[config.mk]
export PLATFORM = sky130hd
export DESIGN_NAME = scl_loader
export DESIGN_NICKNAME = d
export VERILOG_FILES = /design/src/core/scl_pkg.sv /design/src/core/scl_sync.sv /design/src/core/scl_strap_map.sv /design/src/core/scl_loader.sv
export SDC_FILE = /design/constraint.sdc
export NUM_CORES = 1
export LEC_CHECK = 0
export BUFFER_PORTS_ARGS = -buffer_cell sky130_fd_sc_hd__buf_2
export CAP_MARGIN = 20
export CORE_MARGIN = 2
export CORE_UTILIZATION = 30
export DETAILED_ROUTE_END_ITERATION = 12
export MAX_ROUTING_LAYER = met4
export SYNTH_ARGS = -nofsm -noshare
export SYNTH_HDL_FRONTEND = slang
export SYNTH_SLANG_ARGS = --single-unit
[constraint.sdc]
create_clock -name core_clk -period 3.34 [get_ports core_clk]
set_input_delay 0.167 -clock core_clk [delete_from_list [all_inputs] [get_ports core_clk]]
set_output_delay 0.167 -clock core_clk [all_outputs]
set_load 0.03 [all_outputs]
[src/core/scl_pkg.sv]
// strap configuration loader: shared constants, register map, state codes and decode functions
// assumes a 10 MHz core clock and an APB master with 32-bit data
package scl_pkg;

  localparam int CLK_PERIOD_NS       = 100;
  // settle time after reset release before probing the straps
  localparam int STRAP_SETTLE_NS     = 2000;
  localparam int STRAP_SETTLE_CYC    = (STRAP_SETTLE_NS + CLK_PERIOD_NS - 1) / CLK_PERIOD_NS;
  // time each probe phase is driven before the pins are sampled
  localparam int PHASE_SETTLE_NS     = 500;
  localparam int PHASE_SETTLE_CYC    = (PHASE_SETTLE_NS + CLK_PERIOD_NS - 1) / CLK_PERIOD_NS;
  localparam logic [7:0] STRAP_SETTLE_CNT = 8'(STRAP_SETTLE_CYC - 1);
  localparam logic [7:0] PHASE_SETTLE_CNT = 8'(PHASE_SETTLE_CYC - 1);

  localparam int STRAP_PINS  = 4;
  localparam int PROBE_LINES = 15;
  localparam int NUM_PHASES  = 4;

  // strap codes by connection
  localparam logic [3:0] CODE_VSS        = 4'h0;
  localparam logic [3:0] CODE_PORT0_LED2 = 4'h1;

  // bit positions inside each 4-bit strap code
  localparam int P0_ORDER_BIT     = 3;
  localparam int P0_ADDR_MSB      = 2;
  localparam int P1_MASTER_BIT    = 3;
  localparam int P1_PAUSE_BIT     = 2;
  localparam int P1_ADV_MSB       = 1;
  localparam int P2_AUTONEG_BIT   = 3;
  localparam int P2_XOVER_BIT     = 2;
  localparam int P2_EDET_DIS_BIT  = 1;
  localparam int P2_POWERDOWN_BIT = 0;
  localparam int P3_MODE_MSB      = 2;

  // media modes
  localparam logic [2:0] MODE_QSERIAL_COPPER = 3'h0;
  localparam logic [2:0] MODE_SERIAL_COPPER  = 3'h1;
  localparam logic [2:0] MODE_QSERIAL_FIBER  = 3'h2;

  // register byte offsets
  localparam logic [11:0] OFS_STATUS = 12'h000;
  localparam logic [11:0] OFS_ADDR   = 12'h004;
  localparam logic [11:0] OFS_ADVERT = 12'h008;
  localparam logic [11:0] OFS_CTRL   = 12'h00c;

  // advertisement register fields
  localparam int ADV_TECH_LSB   = 0;
  localparam int ADV_GIG_HALF   = 4;
  localparam int ADV_FIBER_LSB  = 5;
  localparam int ADV_PAUSE_LSB  = 7;
  localparam int ADV_FPAUSE_LSB = 9;
  localparam int ADV_MASTER_LSB = 11;
  // control register fields
  localparam int CTL_EDET_LSB   = 0;
  localparam int CTL_XOVER      = 2;
  localparam int CTL_MODE_LSB   = 3;
  localparam int CTL_SANEG      = 6;
  localparam int CTL_QANEG      = 7;
  localparam int CTL_PD_COPPER  = 8;
  localparam int CTL_PD_FIBER   = 9;
  localparam int CTL_PD_QSER    = 10;

  // reset values of the field registers before the straps load
  localparam logic [12:0] ADVERT_RESET = 13'h0000;
  localparam logic [10:0] CTRL_RESET   = 11'h000;

  typedef enum logic [4:0] {
    ST_WAIT   = 5'b00001,
    ST_DRIVE  = 5'b00010,
    ST_SAMPLE = 5'b00100,
    ST_LOAD   = 5'b01000,
    ST_DONE   = 5'b10000
  } scl_state_type;

  // {4_0.8:5, 9_0.8, 4_1.6:5}
  function automatic logic [6:0] scl_advert(input logic [1:0] sel);
    logic [6:0] r;
    r = {(sel[1] ? 4'hf : 4'h0), sel[0], (sel[0] ? 2'h3 : 2'h1)};
    return r;
  endfunction

  // {0_4.11, 0_1.11, 0_0.11}
  function automatic logic [2:0] scl_powerdown(input logic powerdown, input logic [2:0] mode);
    logic [2:0] r;
    r = 3'h0;
    if (powerdown) begin
      unique case (mode)
        3'h0, 3'h1:       r = 3'b001;
        3'h2, 3'h3, 3'h4: r = 3'b010;
        3'h5:             r = 3'b100;
        default:          r = 3'b011;
      endcase
    end
    return r;
  endfunction

  function automatic logic [1:0] scl_lower_addr(input logic order, input logic [1:0] port);
    logic [1:0] r;
    r = order ? ~port : port;
    return r;
  endfunction

  // merge write data into a register word by byte strobes
  function automatic logic [31:0] scl_merge(input logic [31:0] old, input logic [31:0] wd,
                                            input logic [3:0] strb);
    logic [31:0] r;
    r = old;
    for (int i = 0; i < 4; i++) begin
      if (strb[i]) begin
        r[i*8 +: 8] = wd[i*8 +: 8];
      end
    end
    return r;
  endfunction

endpackage

[src/core/scl_sync.sv]
// strap configuration loader: two-stage synchroniser for pin levels
// assumes inputs are asynchronous to core_clk
`timescale 1ns/1ps
`default_nettype none
module scl_sync #(
  parameter int WIDTH = 1
) (
  input  wire logic             core_clk, // core clock
  input  wire logic             reset,    // async reset, active high
  input  wire logic [WIDTH-1:0] async_in, // raw pin levels
  output logic      [WIDTH-1:0] sync_out  // synchronised levels
);

  logic [WIDTH-1:0] meta_reg;

  always_ff @(posedge core_clk or posedge reset) begin
    if (reset) begin
      meta_reg <= '0;
      sync_out <= '0;
    end else begin
      meta_reg <= async_in;
      sync_out <= meta_reg;
    end
  end

endmodule
`default_nettype wire

[src/core/scl_strap_map.sv]
// strap configuration loader: maps four strap codes onto default register fields
// assumes codes are stable while the result is loaded
`timescale 1ns/1ps
`default_nettype none
module scl_strap_map (
  input  wire logic [3:0]  code0,       // strap pin 0 code
  input  wire logic [3:0]  code1,       // strap pin 1 code
  input  wire logic [3:0]  code2,       // strap pin 2 code
  input  wire logic [3:0]  code3,       // strap pin 3 code
  output logic      [2:0]  upper_port_address, // address bits 4:2
  output logic             port_number_order,  // port numbering order
  output logic      [12:0] advert_dflt, // advertisement defaults
  output logic      [10:0] ctrl_dflt    // control defaults
);

  logic [1:0] copper_advert_select;
  logic [2:0] mode;
  logic [6:0] advert_bits;

  always_comb begin
    port_number_order    = code0[scl_pkg::P0_ORDER_BIT];
    upper_port_address   = code0[scl_pkg::P0_ADDR_MSB -: 3];
    copper_advert_select = code1[scl_pkg::P1_ADV_MSB -: 2];
    mode                 = code3[scl_pkg::P3_MODE_MSB -: 3];
    advert_bits          = scl_pkg::scl_advert(copper_advert_select);
    advert_dflt = '0;
    advert_dflt[scl_pkg::ADV_FIBER_LSB +: 2] = advert_bits[1:0];
    advert_dflt[scl_pkg::ADV_GIG_HALF]       = advert_bits[2];
    advert_dflt[scl_pkg::ADV_TECH_LSB +: 4]  = advert_bits[6:3];
    advert_dflt[scl_pkg::ADV_PAUSE_LSB +: 2]  = {2{code1[scl_pkg::P1_PAUSE_BIT]}};
    advert_dflt[scl_pkg::ADV_FPAUSE_LSB +: 2] = {2{code1[scl_pkg::P1_PAUSE_BIT]}};
    advert_dflt[scl_pkg::ADV_MASTER_LSB +: 2] = {2{code1[scl_pkg::P1_MASTER_BIT]}};
    ctrl_dflt = '0;
    ctrl_dflt[scl_pkg::CTL_EDET_LSB +: 2] = {2{~code2[scl_pkg::P2_EDET_DIS_BIT]}};
    ctrl_dflt[scl_pkg::CTL_XOVER]         = code2[scl_pkg::P2_XOVER_BIT];
    ctrl_dflt[scl_pkg::CTL_MODE_LSB +: 3] = mode;
    ctrl_dflt[scl_pkg::CTL_SANEG]         = code2[scl_pkg::P2_AUTONEG_BIT];
    ctrl_dflt[scl_pkg::CTL_QANEG]         = code2[scl_pkg::P2_AUTONEG_BIT];
    {ctrl_dflt[scl_pkg::CTL_PD_QSER], ctrl_dflt[scl_pkg::CTL_PD_FIBER], ctrl_dflt[scl_pkg::CTL_PD_COPPER]} =
      scl_pkg::scl_powerdown(code2[scl_pkg::P2_POWERDOWN_BIT], mode);
  end

endmodule
`default_nettype wire

[src/core/scl_loader.sv]
// strap configuration loader top: probes the strap pins after reset, decodes them,
// presets the default fields and serves them over an APB slave
// assumes strap pins and clock selects are board levels asynchronous to core_clk
// assumes each strap pin is tied to ground or to one probe line on the board
// assumes software waits on pready; requests made before the load are stalled
// assumes one APB master; pstrb selects the byte lanes of a write
`timescale 1ns/1ps
`default_nettype none
module scl_loader (
  input  wire logic        core_clk,            // core clock, 10 MHz
  input  wire logic        reset,               // async reset, active high
  input  wire logic [3:0]  strap_pin,           // configuration strap pins
  input  wire logic [1:0]  clk_sel_pin,         // reference clock select straps
  output logic      [14:0] probe_led,           // led lines driven with probe pattern
  output logic             probe_active,        // probe pattern on led lines
  output logic             cfg_loaded,          // defaults loaded
  output logic      [1:0]  ref_clk_select,      // chosen reference clock option
  output logic      [4:0]  port0_address,       // port 0 address
  output logic      [4:0]  port1_address,       // port 1 address
  output logic      [4:0]  port2_address,       // port 2 address
  output logic      [4:0]  port3_address,       // port 3 address
  output logic      [12:0] advert_cfg,          // advertisement field register
  output logic      [10:0] ctrl_cfg,            // control field register
  input  wire logic [11:0] paddr,               // apb address
  input  wire logic        psel,                // apb select
  input  wire logic        penable,             // apb enable
  input  wire logic        pwrite,              // apb direction
  input  wire logic [31:0] pwdata,              // apb write data
  input  wire logic [3:0]  pstrb,               // apb byte strobes
  output logic      [31:0] prdata,              // apb read data
  output logic             pready,              // apb ready
  output logic             pslverr              // apb error
);

  scl_pkg::scl_state_type state_reg;
  scl_pkg::scl_state_type state_next;

  logic [7:0]  count_reg;
  logic [1:0]  phase_reg;
  logic [3:0]  code_reg [scl_pkg::STRAP_PINS];
  logic [1:0]  clk_sel_reg;
  logic [3:0]  strap_sync;
  logic [1:0]  clk_sel_sync;
  logic [2:0]  upper_port_address;
  logic        port_number_order;
  logic [2:0]  upper_addr_reg;
  logic        order_reg;
  logic [12:0] advert_dflt;
  logic [10:0] ctrl_dflt;
  logic [12:0] advert_reg;
  logic [10:0] ctrl_reg;
  logic [31:0] prdata_reg;
  logic        access;
  logic        wr_strobe;
  logic        mapped;
  logic        writable;
  logic [31:0] read_mux;
  logic [31:0] advert_word;
  logic [31:0] ctrl_word;
  logic [15:0] codes_word;
  logic [1:0]  probe_phase;
  logic        loaded;
  logic        ready_reg;
  logic        complete;
  logic        sel_status;
  logic        sel_addr;
  logic        sel_advert;
  logic        sel_ctrl;
  logic        adv_we;
  logic        ctrl_we;
  logic [4:0]  port_addr_reg [4];

  scl_sync #(
    .WIDTH (4)
  ) u_strap_sync (
    .core_clk (core_clk),
    .reset    (reset),
    .async_in (strap_pin),
    .sync_out (strap_sync)
  );

  scl_sync #(
    .WIDTH (2)
  ) u_clk_sel_sync (
    .core_clk (core_clk),
    .reset    (reset),
    .async_in (clk_sel_pin),
    .sync_out (clk_sel_sync)
  );

  scl_strap_map u_map (
    .code0              (code_reg[0]),
    .code1              (code_reg[1]),
    .code2              (code_reg[2]),
    .code3              (code_reg[3]),
    .upper_port_address (upper_port_address),
    .port_number_order  (port_number_order),
    .advert_dflt        (advert_dflt),
    .ctrl_dflt          (ctrl_dflt)
  );

  // sequencer: wait after release, then four drive/sample phases, then load
  always_comb begin
    state_next = state_reg;
    unique case (state_reg)
      scl_pkg::ST_WAIT: begin
        if (count_reg == 8'h00) begin
          state_next = scl_pkg::ST_DRIVE;
        end
      end
      scl_pkg::ST_DRIVE: begin
        if (count_reg == 8'h00) begin
          state_next = scl_pkg::ST_SAMPLE;
        end
      end
      scl_pkg::ST_SAMPLE: begin
        if (phase_reg == 2'(scl_pkg::NUM_PHASES - 1)) begin
          state_next = scl_pkg::ST_LOAD;
        end else begin
          state_next = scl_pkg::ST_DRIVE;
        end
      end
      scl_pkg::ST_LOAD: begin
        state_next = scl_pkg::ST_DONE;
      end
      scl_pkg::ST_DONE: begin
        state_next = scl_pkg::ST_DONE;
      end
      default: begin
        // a corrupted state code restarts the probe from the settle wait
        state_next = scl_pkg::ST_WAIT;
      end
    endcase
  end

  always_ff @(posedge core_clk or posedge reset) begin
    if (reset) begin
      state_reg <= scl_pkg::ST_WAIT;
    end else begin
      state_reg <= state_next;
    end
  end

  always_ff @(posedge core_clk or posedge reset) begin
    if (reset) begin
      count_reg <= scl_pkg::STRAP_SETTLE_CNT;
    end else if (state_reg == scl_pkg::ST_SAMPLE) begin
      count_reg <= scl_pkg::PHASE_SETTLE_CNT;
    end else if (state_reg == scl_pkg::ST_WAIT && count_reg == 8'h00) begin
      count_reg <= scl_pkg::PHASE_SETTLE_CNT;
    end else if (count_reg != 8'h00) begin
      count_reg <= count_reg - 8'h01;
    end
  end

  always_ff @(posedge core_clk or posedge reset) begin
    if (reset) begin
      phase_reg <= 2'h0;
    end else if (state_reg == scl_pkg::ST_SAMPLE) begin
      phase_reg <= phase_reg + 2'h1;
    end
  end

  // the lines show the coming phase from the same edge that starts it, so the pattern
  // has crossed the synchroniser long before the sample edge
  always_comb begin
    probe_phase = phase_reg;
    if (state_reg == scl_pkg::ST_SAMPLE) begin
      probe_phase = phase_reg + 2'h1;
    end
  end

  // line k carries bit p of k in phase p, so a pin tied to line k reads back k;
  // a grounded pin reads 0000, line 1 (port 0 second led) reads 0001
  always_ff @(posedge core_clk or posedge reset) begin
    if (reset) begin
      probe_led    <= '0;
      probe_active <= 1'b0;
    end else if (state_next == scl_pkg::ST_DRIVE || state_next == scl_pkg::ST_SAMPLE) begin
      probe_active <= 1'b1;
      for (int k = 1; k <= scl_pkg::PROBE_LINES; k++) begin
        probe_led[k-1] <= ((4'(k) >> probe_phase) & 4'h1) != 4'h0;
      end
    end else begin
      probe_active <= 1'b0;
      probe_led    <= '0;
    end
  end

  // sampled pin levels build the codes one bit per phase
  always_ff @(posedge core_clk or posedge reset) begin
    if (reset) begin
      for (int i = 0; i < scl_pkg::STRAP_PINS; i++) begin
        code_reg[i] <= scl_pkg::CODE_VSS;
      end
    end else if (state_reg == scl_pkg::ST_SAMPLE) begin
      for (int i = 0; i < scl_pkg::STRAP_PINS; i++) begin
        code_reg[i][phase_reg] <= strap_sync[i];
      end
    end
  end

  always_ff @(posedge core_clk or posedge reset) begin
    if (reset) begin
      clk_sel_reg <= 2'h0;
    end else if (state_reg == scl_pkg::ST_LOAD) begin
      clk_sel_reg <= clk_sel_sync;
    end
  end

  // address straps are latched once and never written by software
  always_ff @(posedge core_clk or posedge reset) begin
    if (reset) begin
      upper_addr_reg <= 3'h0;
      order_reg      <= 1'b0;
    end else if (state_reg == scl_pkg::ST_LOAD) begin
      upper_addr_reg <= upper_port_address;
      order_reg      <= port_number_order;
    end
  end

  // full port addresses are formed once at load and then only held;
  // order 1 hands the low address bits out in reverse
  always_ff @(posedge core_clk or posedge reset) begin
    if (reset) begin
      for (int p = 0; p < 4; p++) begin
        port_addr_reg[p] <= 5'h00;
      end
    end else if (state_reg == scl_pkg::ST_LOAD) begin
      for (int p = 0; p < 4; p++) begin
        port_addr_reg[p] <= {upper_port_address, scl_pkg::scl_lower_addr(port_number_order, 2'(p))};
      end
    end
  end

  // ready trails the load by one cycle, so a read stalled across the load
  // still captures the freshly loaded fields before it completes
  always_ff @(posedge core_clk or posedge reset) begin
    if (reset) begin
      ready_reg <= 1'b0;
    end else begin
      ready_reg <= loaded;
    end
  end

  // bus access
  assign loaded     = (state_reg == scl_pkg::ST_DONE);
  assign access     = psel && penable;
  assign pready     = ready_reg;
  assign complete   = access && pready;
  assign wr_strobe  = complete && pwrite;

  // one decode serves write and error logic; the read mux decodes paddr by its own case
  assign sel_status = (paddr == scl_pkg::OFS_STATUS);
  assign sel_addr   = (paddr == scl_pkg::OFS_ADDR);
  assign sel_advert = (paddr == scl_pkg::OFS_ADVERT);
  assign sel_ctrl   = (paddr == scl_pkg::OFS_CTRL);
  assign mapped     = sel_status || sel_addr || sel_advert || sel_ctrl;
  assign writable   = sel_advert || sel_ctrl;
  // writes land only on the completing edge
  assign adv_we     = wr_strobe && sel_advert;
  assign ctrl_we    = wr_strobe && sel_ctrl;
  assign pslverr    = complete && (!mapped || (pwrite && !writable));
  assign codes_word = {code_reg[3], code_reg[2], code_reg[1], code_reg[0]};

  assign advert_word = scl_pkg::scl_merge({19'h0, advert_reg}, pwdata, pstrb);
  assign ctrl_word   = scl_pkg::scl_merge({21'h0, ctrl_reg}, pwdata, pstrb);

  always_ff @(posedge core_clk or posedge reset) begin
    if (reset) begin
      advert_reg <= scl_pkg::ADVERT_RESET;
    end else if (state_reg == scl_pkg::ST_LOAD) begin
      advert_reg <= advert_dflt;
    end else if (adv_we) begin
      advert_reg <= advert_word[12:0];
    end
  end

  always_ff @(posedge core_clk or posedge reset) begin
    if (reset) begin
      ctrl_reg <= scl_pkg::CTRL_RESET;
    end else if (state_reg == scl_pkg::ST_LOAD) begin
      ctrl_reg <= ctrl_dflt;
    end else if (ctrl_we) begin
      ctrl_reg <= ctrl_word[10:0];
    end
  end

  always_comb begin
    read_mux = 32'h0000_0000;
    // status: strap codes on top, clock select and load flag at the bottom
    unique case (paddr)
      scl_pkg::OFS_STATUS: read_mux = {codes_word, 13'h0000, clk_sel_reg, loaded};
      scl_pkg::OFS_ADDR:   read_mux = {28'h000_0000, order_reg, upper_addr_reg};
      scl_pkg::OFS_ADVERT: read_mux = {19'h0_0000, advert_reg};
      scl_pkg::OFS_CTRL:   read_mux = {21'h00_0000, ctrl_reg};
      default:             read_mux = 32'h0000_0000;
    endcase
  end

  // read data is captured until the access completes so it is stable when taken
  always_ff @(posedge core_clk or posedge reset) begin
    if (reset) begin
      prdata_reg <= 32'h0000_0000;
    end else if (psel && !complete) begin
      prdata_reg <= read_mux;
    end
  end

  assign prdata         = prdata_reg;
  assign cfg_loaded     = ready_reg;
  assign ref_clk_select = clk_sel_reg;
  assign advert_cfg     = advert_reg;
  assign ctrl_cfg       = ctrl_reg;
  assign port0_address  = port_addr_reg[0];
  assign port1_address  = port_addr_reg[1];
  assign port2_address  = port_addr_reg[2];
  assign port3_address  = port_addr_reg[3];

endmodule
`default_nettype wire

==> flow_summary.json <==
{
  "outcome": "finished, final reports clean",
  "routed_via_density": 5.09,
  "synth-async-reset-ratio_pct": 100,
  "yosys.cell_count.top_type": "dfrtp_1",
  "critical_path_class": "reg2reg",
  "dp_hpwl_um": 9890,
  "drtIter0Drc": 369,
  "cpMaxStageDelayCell": "or3_4",
  "layout.nets": 665,
  "clock_sinks": 119,
  "post_synth.cell_area_avg_um2": 11.3,
  "fp.dieArea_um2": 18700,
  "rr_endpoint": "probe_led[3]",
  "grt_use_met2_pct": 22.9,
  "hold_path.class": "in2reg",
  "grt_pass1_vias": 4134,
  "core_um2": 17300,
  "clockRootBuffer": "clkbuf_16",
  "power.share.combinational_pct": 6.5,
  "grt_use_total_pct": 16.0,
  "cts_tree": "built",
  "setup_viol_count_final": 0,
  "power_per_cell_area_nw_per_um2": 536,
  "num_antenna_cells": 0,
  "tritoncts.num_buffers": 17,
  "largest_reg_flops": 29,
  "synth-main-ff-cell": "dfrtp_1",
  "buffer_depth_of_the_longest_clock_path": 2,
  "worstHoldStart": "pwdata[5]",
  "clock.fmax_mhz": 436,
  "crit-reg2reg-launch": "state_reg[4]",
  "core.rowCount": 48,
  "globalplace.congestion": 0.823,
  "worstSetupEndpointType": "register",
  "grt_antenna_before_repair": 0,
  "grt_setup_unrepaired": "no",
  "final_period_minus_worst_setup_slack_ns": 2.30,
  "chipWidth_um": 137,
  "grt.overflow.total": 0,
  "clock_insertion_delay_worst_skew_ns": 0.42,
  "slowest_delay_ns": 0.43,
  "final_core_utilization_pct": 39.0,
  "design.portCount": 156,
  "period_share_pct": 68.7,
  "power.switching_fraction_pct": 22.7,
  "route.detailed.wl_per_inst_um": 17.1,
  "synth-seq-area-share_pct": 56.3,
  "critPathArrivalTime_ns": 2.59,
  "pwr-share-seq_pct": 41.9,
  "syn_area_um2": 5300,
  "fin_worst_setup_slack_ns": 1.04,
  "detail-route-antenna-nets": 0,
  "drive_above_1_share_pct": 33.3,
  "transition_time_at_the_pin_with_the_least_slew_margin_ns": 0.903,
  "portBuffers": 131,
  "setup_tns_ns": 0,
  "final_max_slew_viol_count": 0,
  "remaining_drc_errors": 0,
  "internal_power_contribution_uw": 2800,
  "cts_setup_buffers": 0,
  "grt_start_max_net_pins": 62,
  "h_tree_lvl_count": 4,
  "reg2reg_depth": 6,
  "normalized_max_slew_margin_pct": 39.7,
  "first_pass_iters": 6,
  "worst_ep_required_ns": 3.63,
  "reg2reg_slack_ns": 1.04,
  "grt_first_pass_wirelength_um": 22200,
  "power_switching_uw": 821,
  "path_max_fanout": 8,
  "synth.largest_area_cell": "dfrtp_1",
  "crit_path_cell_trace": "or3_4 -> nor3b_4 -> xnor2_1 -> inv_1 -> ha_1 -> nor2b_1",
  "synthesis.instances": 470,
  "use_met3_pct": 6.11,
  "yosys_register_bits": 119,
  "capture_endpoint_of_the_worst_hold_path": "advert_cfg[5]",
  "ir_worst_vdd_mv": 0.356,
  "clockPowerShare_pct": 51.7,
  "total_leakage_power_uw": 0.00325,
  "yosysWarnings": 0,
  "timing.clock.skew_ns": 0.00818,
  "depth_of_the_worst_hold_timing_path": 3,
  "global_route.peak_usage_layer": "met2",
  "vias": 4217,
  "final-hold-violation-count": 0,
  "clock_transition_at_the_registers_of_the_reported_paths_ns": 0.05,
  "synth_cell_types": 53,
  "wirelength_um": 14200,
  "start_util_pct": 30.6,
  "areaGrowthSynthToFinish_pct": 27.3,
  "synth_common_cells": "dfrtp_1 (115), nand2_1 (35), nor2_1 (31)",
  "worst_setup_path_start_kind": "register",
  "synthDominantCellAreaShare_pct": 54.3,
  "fp.dieH_um": 137,
  "use_met1_pct": 20.5,
  "synth_edf_count": 0,
  "max_cap_violations": 0,
  "dpl_worst_slack_ns": 1.05,
  "netlist_top_cells_area": "dfrtp_1 (54%), mux2_2 (3.6%), a22o_1 (3.1%)"
}
==> worst max-delay path by stage <==
stage / slack (ns) / end / from
2_1_floorplan: 0.02 / advert_cfg[0] / reset
3_3_place_gp: 1.12 / probe_led[0] / state_reg[4]
3_5_place_dp: 1.05 / probe_led[0] / state_reg[4]
4_1_cts: 1.01 / probe_led[3] / state_reg[4]
5_1_grt: 0.87 / probe_led[3] / state_reg[4]
6_report: 1.04 / probe_led[3] / state_reg[4]
==> layer usage <==
layer	vias up	wire [um]
met2	181	6300
li1	1919	-
met1	2090	6270
met3	27	1350
met4	0	256
met5	-	0
==> through the flow <==
| step | power, uW | hold slack, ns | instances | instance area [um2] |
|---|---|---|---|---|
| 3_5_place_dp | 1770 | 0.277 | 791 | 6050 |
| 3_3_place_gp | 1760 | 0.278 | 791 | 6050 |
| 4_1_cts | 3650 | 0.0698 | 828 | 6730 |
| 5_1_grt | 3740 | 0.0724 | 829 | 6740 |
| 6_report | 3620 | 0.0797 | 829 | 6740 |
| 2_1_floorplan | 1690 | 0.198 | 472 | 5300 |
==> kinds of logic (layout without fill, tap and decap cells) <==
kind of cell / count (synthesis) / count (layout) / share of synthesized area [%]
buffers and inverters: 58 / 190 / 5.86
DFF: 119 / 119 / 56.3
muxes: 22 / 22 / 5.03
other: 1 / 3 / 0.0708
AOI/OAI and AO/OA: 103 / 103 / 13.2
xor gates and xnor gates: 3 / 3 / 0.496
adders and majority gates: 13 / 13 / 3.07
and+or+nand+nor: 151 / 151 / 15.9
==> what timing repair did <==
| item | CTS | global route |
|---|---|---|
| hold buffers | 7 | 0 |
| endpoints found under the setup margin | 0 | 0 |
| hold endpoints to repair | 62 | 0 |
| gates resized for setup | 0 | 0 |
==> worst max-delay path: cells and delay by family (launching register included) <==
| kind | cells | cell delay [ns] |
|---|---|---|
| xor+xnor | 1 | 0.34 |
| simple gates | 3 | 0.93 |
| fa+ha+maj | 1 | 0.24 |
| buf+inv | 1 | 0.24 |
| flops | 1 | 0.42 |
==> cell usage in the layout (no fill, tap or decap), types with 4 or more instances in the layout <==
master | Yosys | routed
buf_4 | 22 | 7
and3_1 | 5 | 5
a22o_1 | 19 | 19
a41oi_1 | 4 | 4
a31oi_1 | 21 | 21
or3_1 | 6 | 6
a21oi_1 | 12 | 12
and2_1 | 19 | 19
dlygate4sd3_1 | 0 | 7
buf_2 | 7 | 131
inv_1 | 13 | 12
nand4_1 | 22 | 22
dfstp_2 | 4 | 4
a22oi_1 | 4 | 4
mux2_2 | 17 | 17
nor2_1 | 31 | 31
nor2b_1 | 7 | 7
dfrtp_1 | 115 | 115
a221o_1 | 7 | 7
ha_1 | 13 | 13
clkbuf_16 | 0 | 17
nand3_1 | 4 | 4
clkbuf_8 | 0 | 4
o21ai_0 | 27 | 27
nand2_1 | 35 | 35
==> power by group through the flow <==
stage          sequential, uW  combinational, uW  clock [uW]
2_1_floorplan            1560                126           0
3_3_place_gp             1540                226           0
3_5_place_dp             1540                229           0
4_1_cts                  1510                236        1900
5_1_grt                  1520                253        1970
6_report                 1510                233        1870
==> cell type report <==
class,instances,area (um2)
clock buffers,23,488
clock inverters,7,119
fillers,1713,10600
inverters,13,51.3
multi-input cells,295,2010
flip-flops and latches,119,2980
well taps,225,282
repair buffers,147,810
Note: power is estimated with default switching activity, not from simulation.
